`src/pkg/gpq_defs.svh`:
```
/*
  Constants of the graphics port request queuing block: queue depth,
  clock rate and the statistics window.
  Assumes inclusion by bare name from the core and master model files.
*/
`ifndef GPQ_DEFS_SVH
`define GPQ_DEFS_SVH
`define GPQ_QDEPTH 8
`define GPQ_CLK_MHZ 200
`define GPQ_BW_WINDOW_MS 10
`define GPQ_BW_WINDOW_CYC (`GPQ_BW_WINDOW_MS * 1000 * `GPQ_CLK_MHZ)
`define GPQ_LAT_SYNC 16'h0002
`define GPQ_LAT_INIT 16'h0000
`endif

```
`src/pkg/gpq_pkg.sv`:
```
/*
  Types of the graphics port request queuing block.
  Assumes a single 32-bit address and data path.
*/
`default_nettype none
package gpq_pkg;
  typedef struct packed {
    logic write;
    logic high;
    logic [31:0] addr;
  } gpq_req_t;

  typedef struct packed {
    logic req_valid;
    gpq_req_t req;
    logic wr_valid;
    logic [31:0] wr_data;
    logic pci_valid;
    logic pci_write;
    logic [31:0] pci_addr;
    logic [31:0] pci_wdata;
    logic tgt_done;
    logic [31:0] tgt_rdata;
  } gpq_pin_t;

  typedef struct packed {
    logic rd_valid;
    logic [31:0] rd_data;
    logic wr_call;
    logic tgt_start;
    logic tgt_write;
    logic [31:0] tgt_addr;
    logic [31:0] tgt_wdata;
    logic pci_done;
    logic [31:0] pci_rdata;
  } gpq_xfer_t;

  typedef struct packed {
    logic valid;
    logic write;
    logic [31:0] addr;
    logic [31:0] wdata;
  } gpq_mem_t;

  typedef enum logic [6:0] {
    GPQ_IDLE = 7'b0000001,
    GPQ_RMEM = 7'b0000010,
    GPQ_WCALL = 7'b0000100,
    GPQ_WMEM = 7'b0001000,
    GPQ_SNOOP = 7'b0010000,
    GPQ_PMEM = 7'b0100000,
    GPQ_CPU = 7'b1000000
  } gpq_state_t;
endpackage
`default_nettype wire

```
`src/rtl/gpq_core.sv`:
```
/*
  Corelogic side of a graphics port: split-transaction request queues,
  read return, write data calls, conventional transaction queues.
  Assumes one clock; master pins pass a two-flop synchroniser; memory,
  snoop and processor ports are on clk_sys.
*/
// Contract
// [RULE1] Corelogic reaches master only by conventional transactions
// [RULE2] Split requests, data and conventional traffic interleave
// [RULE3] Request phase separate from data phase
// [RULE4] Corelogic alone starts each data transfer
// [RULE5] Master may pipeline several outstanding requests
// [RULE6] High and low priority sub-queues
// [RULE7] Master models queue to limit requests
// [RULE8] Reads fetched from memory, returned when ready
// [RULE9] Write data called only with buffer room
// [RULE10] Conventional transactions use separate queues
// [RULE11] Processor accesses queued, issued non-pipelined
// [RULE12] One master, one target active
// [RULE13] Other attached devices stay silent
// [RULE14] Conventional transactions snooped for coherency
// [RULE15] Completed data agrees with cache copies
// [RULE16] Master expects no snooping of split requests
// [RULE17] Publish worst high priority latency
// [RULE18] Publish low priority bandwidth over frame
// [RULE19] Split requests carry no coherency
// [RULE20] High priority served before low priority
`timescale 1ns/10ps
`default_nettype none
`include "gpq_defs.svh"
module gpq_core #(
  parameter int QDEPTH = `GPQ_QDEPTH,
  parameter int BW_WINDOW = `GPQ_BW_WINDOW_CYC
) (
  // Clock and reset
  input wire logic clk_sys,
  input wire logic reset,
  // Graphics master pins
  input wire gpq_pkg::gpq_pin_t pin_in,
  output var gpq_pkg::gpq_xfer_t xfer_out,
  // Processor access to the master's target
  input wire logic cpu_valid,
  input wire logic cpu_write,
  input wire logic [31:0] cpu_addr,
  input wire logic [31:0] cpu_wdata,
  output logic cpu_busy,
  output logic cpu_done,
  output logic [31:0] cpu_rdata,
  // System memory
  output var gpq_pkg::gpq_mem_t mem_req,
  input wire logic mem_done,
  input wire logic [31:0] mem_rdata,
  // Processor cache snoop
  output logic snoop_req,
  output logic [31:0] snoop_addr,
  input wire logic snoop_done,
  // Performance figures
  output logic [15:0] hi_lat_max,
  output logic [31:0] lo_bw_words
);
  localparam int PW = $clog2(QDEPTH);
  localparam logic [PW:0] QFULL = (PW + 1)'(QDEPTH);

  function automatic logic [PW-1:0] ptr_inc(input logic [PW-1:0] p);
    ptr_inc = (p == PW'(QDEPTH - 1)) ? '0 : p + 1'b1;
  endfunction

  gpq_pkg::gpq_pin_t pin_m, pin_s;
  gpq_pkg::gpq_state_t st, next_st;
  gpq_pkg::gpq_req_t hq [QDEPTH];
  gpq_pkg::gpq_req_t lq [QDEPTH];
  gpq_pkg::gpq_req_t cur, next_cur;
  logic [PW-1:0] hh, ht, lh, lt;
  logic [PW:0] hq_n, lq_n;
  logic hpush, lpush, hpop, lpop, take_pci, take_cpu, cur_hi;
  logic wbuf_full, pci_q_v, pci_q_w, cpu_q_w, lat_run, pci_prev;
  logic [31:0] pci_q_a, pci_q_d, cpu_q_a, cpu_q_d, win_cnt, bw_cnt;
  logic [15:0] lat_cnt;

  always_ff @(posedge clk_sys) begin
    if (reset) begin
      pin_m <= '0;
      pin_s <= '0;
    end else begin
      pin_m <= pin_in; // [RULE12]
      pin_s <= pin_m;
    end
  end

  // Requests are only queued here; data moves later on our own initiative.
  assign hpush = pin_s.req_valid && pin_s.req.high && hq_n != QFULL; // [RULE3] [RULE6]
  assign lpush = pin_s.req_valid && !pin_s.req.high && lq_n != QFULL; // [RULE5] [RULE6]

  always_comb begin
    hpop = 1'b0;
    lpop = 1'b0;
    take_pci = 1'b0;
    take_cpu = 1'b0;
    if (st == gpq_pkg::GPQ_IDLE) begin // [RULE2]
      if (hq_n != '0 && (!hq[hh].write || !wbuf_full)) begin // [RULE20]
        hpop = 1'b1;
      end else if (pci_q_v) begin // [RULE10]
        take_pci = 1'b1;
      end else if (cpu_busy) begin // [RULE11]
        take_cpu = 1'b1;
      end else if (lq_n != '0 && (!lq[lh].write || !wbuf_full)) begin
        lpop = 1'b1;
      end
    end
  end

  always_comb begin
    next_cur = hpop ? hq[hh] : lq[lh];
    next_st = st;
    unique case (st)
      gpq_pkg::GPQ_IDLE: begin
        if (hpop || lpop) begin
          next_st = next_cur.write ? gpq_pkg::GPQ_WCALL : gpq_pkg::GPQ_RMEM; // [RULE4]
        end else if (take_pci) begin
          next_st = gpq_pkg::GPQ_SNOOP; // [RULE14]
        end else if (take_cpu) begin
          next_st = gpq_pkg::GPQ_CPU;
        end
      end
      gpq_pkg::GPQ_RMEM: if (mem_done) next_st = gpq_pkg::GPQ_IDLE;
      gpq_pkg::GPQ_WCALL: if (pin_s.wr_valid) next_st = gpq_pkg::GPQ_WMEM;
      gpq_pkg::GPQ_WMEM: if (mem_done) next_st = gpq_pkg::GPQ_IDLE;
      gpq_pkg::GPQ_SNOOP: if (snoop_done) next_st = gpq_pkg::GPQ_PMEM; // [RULE15]
      gpq_pkg::GPQ_PMEM: if (mem_done) next_st = gpq_pkg::GPQ_IDLE;
      gpq_pkg::GPQ_CPU: if (pin_s.tgt_done) next_st = gpq_pkg::GPQ_IDLE;
      default: next_st = gpq_pkg::GPQ_IDLE;
    endcase
  end

  always_ff @(posedge clk_sys) begin
    if (reset) begin
      st <= gpq_pkg::GPQ_IDLE;
      cur <= '0;
      cur_hi <= 1'b0;
    end else begin
      st <= next_st;
      if (hpop || lpop) begin
        cur <= next_cur;
        cur_hi <= hpop;
      end
    end
  end

  always_ff @(posedge clk_sys) begin
    if (reset) begin
      hh <= '0;
      ht <= '0;
      hq_n <= '0;
    end else begin
      if (hpush) begin
        hq[ht] <= pin_s.req;
        ht <= ptr_inc(ht);
      end
      if (hpop) hh <= ptr_inc(hh);
      hq_n <= hq_n + (PW + 1)'(hpush) - (PW + 1)'(hpop);
    end
  end

  always_ff @(posedge clk_sys) begin
    if (reset) begin
      lh <= '0;
      lt <= '0;
      lq_n <= '0;
    end else begin
      if (lpush) begin
        lq[lt] <= pin_s.req;
        lt <= ptr_inc(lt);
      end
      if (lpop) lh <= ptr_inc(lh);
      lq_n <= lq_n + (PW + 1)'(lpush) - (PW + 1)'(lpop);
    end
  end

  // The master answers a conventional transaction only after completion,
  // so one entry shared by reads and writes is enough. The synchroniser delays the fall
  // of pci_valid after pci_done, so only its rising edge starts a new entry.
  always_ff @(posedge clk_sys) begin
    if (reset) begin
      pci_prev <= 1'b0;
      pci_q_v <= 1'b0;
      pci_q_w <= 1'b0;
      pci_q_a <= '0;
      pci_q_d <= '0;
    end else begin
      pci_prev <= pin_s.pci_valid;
      if (!pci_q_v && pin_s.pci_valid && !pci_prev) begin // [RULE10]
        pci_q_v <= 1'b1;
        pci_q_w <= pin_s.pci_write;
        pci_q_a <= pin_s.pci_addr;
        pci_q_d <= pin_s.pci_wdata;
      end else if (st == gpq_pkg::GPQ_PMEM && mem_done) begin
        pci_q_v <= 1'b0;
      end
    end
  end

  always_ff @(posedge clk_sys) begin
    if (reset) begin
      cpu_busy <= 1'b0;
      cpu_q_w <= 1'b0;
      cpu_q_a <= '0;
      cpu_q_d <= '0;
    end else if (!cpu_busy && cpu_valid) begin // [RULE11]
      cpu_busy <= 1'b1;
      cpu_q_w <= cpu_write;
      cpu_q_a <= cpu_addr;
      cpu_q_d <= cpu_wdata;
    end else if (st == gpq_pkg::GPQ_CPU && pin_s.tgt_done) begin
      cpu_busy <= 1'b0;
    end
  end

  always_ff @(posedge clk_sys) begin
    if (reset) begin
      wbuf_full <= 1'b0;
      mem_req <= '0;
    end else if (mem_done) begin
      mem_req.valid <= 1'b0;
      if (st == gpq_pkg::GPQ_WMEM) wbuf_full <= 1'b0;
    end else if (st == gpq_pkg::GPQ_WCALL && pin_s.wr_valid) begin // [RULE9]
      wbuf_full <= 1'b1;
      mem_req <= '{valid: 1'b1, write: 1'b1, addr: cur.addr, wdata: pin_s.wr_data};
    end else if ((hpop || lpop) && !next_cur.write) begin // [RULE8] [RULE19]
      mem_req <= '{valid: 1'b1, write: 1'b0, addr: next_cur.addr, wdata: 32'h00000000};
    end else if (st == gpq_pkg::GPQ_SNOOP && snoop_done) begin // [RULE15]
      mem_req <= '{valid: 1'b1, write: pci_q_w, addr: pci_q_a, wdata: pci_q_d};
    end
  end

  always_ff @(posedge clk_sys) begin
    if (reset) begin
      xfer_out <= '0;
      cpu_done <= 1'b0;
      cpu_rdata <= '0;
      snoop_req <= 1'b0;
      snoop_addr <= '0;
    end else begin
      xfer_out.rd_valid <= st == gpq_pkg::GPQ_RMEM && mem_done; // [RULE4] [RULE8]
      if (st == gpq_pkg::GPQ_RMEM && mem_done) xfer_out.rd_data <= mem_rdata;
      xfer_out.wr_call <= next_st == gpq_pkg::GPQ_WCALL; // [RULE9]
      xfer_out.tgt_start <= take_cpu; // [RULE1]
      if (take_cpu) begin
        xfer_out.tgt_write <= cpu_q_w;
        xfer_out.tgt_addr <= cpu_q_a;
        xfer_out.tgt_wdata <= cpu_q_d;
      end
      xfer_out.pci_done <= st == gpq_pkg::GPQ_PMEM && mem_done; // [RULE14]
      if (st == gpq_pkg::GPQ_PMEM && mem_done) xfer_out.pci_rdata <= mem_rdata;
      cpu_done <= st == gpq_pkg::GPQ_CPU && pin_s.tgt_done;
      if (st == gpq_pkg::GPQ_CPU && pin_s.tgt_done) cpu_rdata <= pin_s.tgt_rdata;
      snoop_req <= next_st == gpq_pkg::GPQ_SNOOP; // [RULE14]
      if (take_pci) snoop_addr <= pci_q_a;
    end
  end

  // Latency is timed only from an empty pipeline; the synchroniser delay
  // is added back so the figure starts at the master's request clock.
  always_ff @(posedge clk_sys) begin
    if (reset) begin
      lat_run <= 1'b0;
      lat_cnt <= `GPQ_LAT_INIT;
      hi_lat_max <= `GPQ_LAT_INIT;
    end else if (!lat_run) begin
      if (hpush && !pin_s.req.write && hq_n == '0 && st == gpq_pkg::GPQ_IDLE) begin // [RULE17]
        lat_run <= 1'b1;
        lat_cnt <= `GPQ_LAT_SYNC;
      end
    end else if (xfer_out.rd_valid) begin
      lat_run <= 1'b0;
      if (lat_cnt > hi_lat_max) hi_lat_max <= lat_cnt;
    end else if (lat_cnt != 16'hFFFF) begin
      lat_cnt <= lat_cnt + 16'h0001;
    end
  end

  always_ff @(posedge clk_sys) begin
    if (reset) begin
      win_cnt <= '0;
      bw_cnt <= '0;
      lo_bw_words <= '0;
    end else if (win_cnt == 32'(BW_WINDOW - 1)) begin // [RULE18]
      win_cnt <= '0;
      bw_cnt <= '0;
      lo_bw_words <= bw_cnt;
    end else begin
      win_cnt <= win_cnt + 32'h00000001;
      if (mem_done && !cur_hi && (st == gpq_pkg::GPQ_RMEM || st == gpq_pkg::GPQ_WMEM)) begin
        bw_cnt <= bw_cnt + 32'h00000001;
      end
    end
  end
endmodule
`default_nettype wire

```
`config.mk`:
```
export PLATFORM = sky130hd
export DESIGN_NAME = gpq_core
export DESIGN_NICKNAME = d
export VERILOG_FILES = /design/src/pkg/gpq_pkg.sv /design/src/rtl/gpq_core.sv
export VERILOG_INCLUDE_DIRS = /design/src /design/src/pkg
export SDC_FILE = /design/constraint.sdc
export NUM_CORES = 2
export LEC_CHECK = 0
export BUFFER_PORTS_ARGS = -buffer_cell sky130_fd_sc_hd__buf_2
export CORE_UTILIZATION = 43
export DETAILED_ROUTE_END_ITERATION = 7
export HOLD_SLACK_MARGIN = 0.03
export PLACE_DENSITY = 0.72
export SLEW_MARGIN = 20
export SYNTH_ARGS = -nofsm -noshare
export SYNTH_HDL_FRONTEND = slang
export SYNTH_SLANG_ARGS = --single-unit
export TNS_END_PERCENT = 50
```
`constraint.sdc`:
```
create_clock -name clk_sys -period 3.8 [get_ports clk_sys]
set_input_delay 0.38 -clock clk_sys [delete_from_list [all_inputs] [get_ports clk_sys]]
set_output_delay 0.38 -clock clk_sys [all_outputs]
set_load 0.01 [all_outputs]
```
==> flow_metrics.py <==
metrics = {
    "timing": {
        "timing.final.setup_violations": 0,
        "max_freq_mhz": 307,
        "final_max_tran_viols": 0,
        "max_slew_margin_pct": 30.3,
        "finalHoldViolCount": 0,
        "grt_setup_unrepaired": "false",
        "fin_skew_ps": 25.9,
        "final_setup_tns_ps": 0,
        "period_utilisation_layout_pct": 85.8,
        "fin_crit_ps": 3260,
        "worst_slew_pin_slew_ps": 1050,
    },
    "route": {
        "postRouteWirelength_um": 137000,
        "route.detailed.drc": 0,
        "ant_nets": 0,
        "wl_per_cell_um": 19.8,
        "via_count": 35700,
        "dr.first_iter.drc_count": 3627,
        "drt_pass1_iterations": 6,
        "routed_via_density": 5.15,
    },
    "placed_design": {
        "dp.final_hpwl_um": 83800,
        "placement.io_buffers": 582,
        "place.gp.congestion": 0.859,
    },
    "cts": {
        "clock_tree.buffer_depth": 3,
        "post_cts_buffers": 0,
        "cts.reportedPaths.clkPinSlew_ps": 60,
        "htree_num_levels": 4,
        "cts_tree": "yes",
        "tritoncts.num_buffers": 148,
        "clock-sinks": 1456,
        "clock-root-buffer": "clkbuf_16",
        "worstSkewPairLatency_ps": 790,
    },
    "worst_setup_path": {
        "crit_fanout": 33,
        "worst-endpoint-arrival_ps": 3870,
        "critical_path_data_required_time_ps": 4410,
        "setup.worst_path.class": "flop to flop",
        "reg2reg_slack_ps": 540,
        "r2r-end": "mem_req[21]",
        "rr_worst_depth": 7,
        "worst_setup_path_end_kind": "flop",
        "cp-start-kind": "flop",
    },
    "die": {
        "die-width_um": 353,
        "die_h_um": 353,
        "dieArea_mm2": 0.124,
        "core_area_mm2": 0.122,
        "io_pins": 583,
        "effective_utilization_at_floorplan_pct": 43.3,
        "rows": 128,
    },
    "finish": {
        "mostFrequentLayoutCell": "dfxtp_1",
        "finish.net_count": 5477,
        "area_growth_pct": 23.2,
        "drive_gt1_share_pct": 19.9,
        "fillCellCount": 9958,
        "layout_common_cells": "922 x dfxtp_1, 711 x nand2_1, 581 x buf_2, 528 x edfxtp_1, 383 x a21oi_1",
    },
    "global_routing": {
        "grt_pass1_vias": 35100,
        "grt_start_max_net_pins": 227,
        "grt_first_pass_wirelength_um": 208000,
        "grt.total_usage_pct": 21.6,
        "globalRoute.totalOverflow": 0,
        "grt_antenna_before_repair": 8,
    },
    "power_and_ir_drop": {
        "leakagePower_nw": 24.0,
        "peakVddDrop_v": 0.000687,
        "power_per_cell_area_mw_per_mm2": 578,
        "post-layout-total-power_mw": 37.6,
    },
    "synthesis": {
        "ys_top_cells_by_area": "dfxtp_1 35%, edfxtp_1 30%, mux4_2 5.5%",
        "synth_seq_cells": 1456,
        "synthesis.area_per_instance_um2": 12.0,
        "yosys_warnings": 0,
        "synthesis.area_mm2": 0.0528,
        "synthDominantAreaCellType": "dfxtp_1",
        "netlist_instances": 4388,
        "postSynth.asyncResetShare_pct": 0,
        "synth_top_area_share_pct": 35.2,
        "synth_cell_types": 65,
        "synth_enable_flop_cells": 528,
        "synth.yosys.seq_area_share_pct": 65.2,
        "synth_top_flop_cell": "dfxtp_1",
        "synthesis.nets": 4698,
    },
    "status": {
        "run_status": "complete, no violations",
    },
    "worst_hold_path": {
        "timing.hold.worst_endpoint": "cpu_q_d[22]",
        "min_delay_path_depth": 4,
        "holdCritStartpoint": "cpu_valid",
        "hold_path_class": "input port to flop",
    },
    "run": {
        "cap_violations": 0,
    },
}
timing repair:
| item | CTS | global route |
|---|---|---|
| endpoints found under the hold margin | 308 | 0 |
| resized for setup | 0 | 0 |
| hold buffers | 267 | 0 |
flip-flops by register name, summed over array words and instances (netlist names), 4 cells and up, named ones only:
| signal | flops |
|---|---|
| pin_m | 167 |
| xfer_out | 133 |
| cpu_rdata | 32 |
| pin_s | 167 |
| lat_cnt | 16 |
| hq | 264 |
| bw_cnt | 32 |
| pci_q_a | 32 |
| hi_lat_max | 16 |
| pci_q_d | 32 |
| win_cnt | 32 |
| hq_n | 4 |
| st | 7 |
| mem_req | 66 |
| lo_bw_words | 32 |
| cpu_q_d | 32 |
| snoop_addr | 32 |
| cur | 32 |
| cpu_q_a | 32 |
| lq | 264 |
| lq_n | 4 |
cell usage after synthesis, drive strengths merged (40+ instances only):
master and instances:
nor2b 345, a211oi 66, inv 80, a21oi 383, mux2i 187, buf 60
nor2 244, edfxtp 528, xnor2 50, dfxtp 928, nand2 712, nand2b 40
clkbuf 230, mux4 130
layout make-up:
cell class	instances	area (um^2)	area share, %
timing repair buffer	919	6280	9.65
multi-input combinational	2561	17100	26.3
inverter	81	304	0.467
antenna	3	7.51	0.0115
clock buffer	221	4300	6.61
tap	1625	2030	3.12
sequential	1456	34400	52.9
clock inverter	54	573	0.880
per-layer routing:
metal / share of wire [%] / vias to the layer above / global-route usage [%]
met5: 0.017 / - / 0
met4: 2.5 / 4 / 7.07
met3: 6.8 / 198 / 5.15
met2: 46 / 1146 / 34.4
met1: 44 / 17500 / 28.9
li1: - / 16900 / -
worst max-delay path: stages (launching register included):
cell,delay (ps)
dfxtp_2,370
mux4_2,500
mux2_2,310
or3_1,350
o211a_4,370
nor2_4,740
buf_12,300
a211oi_1,110
where the power goes:
| group | internal [mW] | switching (mW) |
|---|---|---|
| combinational | 2.49 | 3.59 |
| sequential | 16.7 | 0.430 |
| clock | 8.26 | 6.12 |
per-stage QoR:
stage               instance area, um^2  utilization [%]  worst slack, ps  cells  hold WS, ps
floorplan                         52800                -             -130   4388          414
global placement                  57500             47.2              558   6374          417
detailed placement                57500             47.2              541   6374          421
CTS                               65000             53.4              519   6916         46.0
global route                      65100             53.4              414   6919         81.5
finish                            65100             53.4              538   6920          100
how the worst max path moves through the flow:
stage                  endpoint
CTS                 mem_req[15]
finish              mem_req[21]
detailed placement  mem_req[64]
global route        mem_req[23]
floorplan              lq[0][0]
global placement    mem_req[64]
kinds of logic after synthesis:
kind of cell,Yosys count,synth area share [%]
multiplexers,319,9.13
AND/OR/NAND/NOR,1527,13.6
flip-flops,1456,65.2
buffers and inverters,371,2.75
AO/OA/AOI/OAI,599,7.06
XOR/XNOR,75,1.24
adder cells (fa/ha/maj),41,0.999
Note: power is estimated with default switching activity, not from simulation.
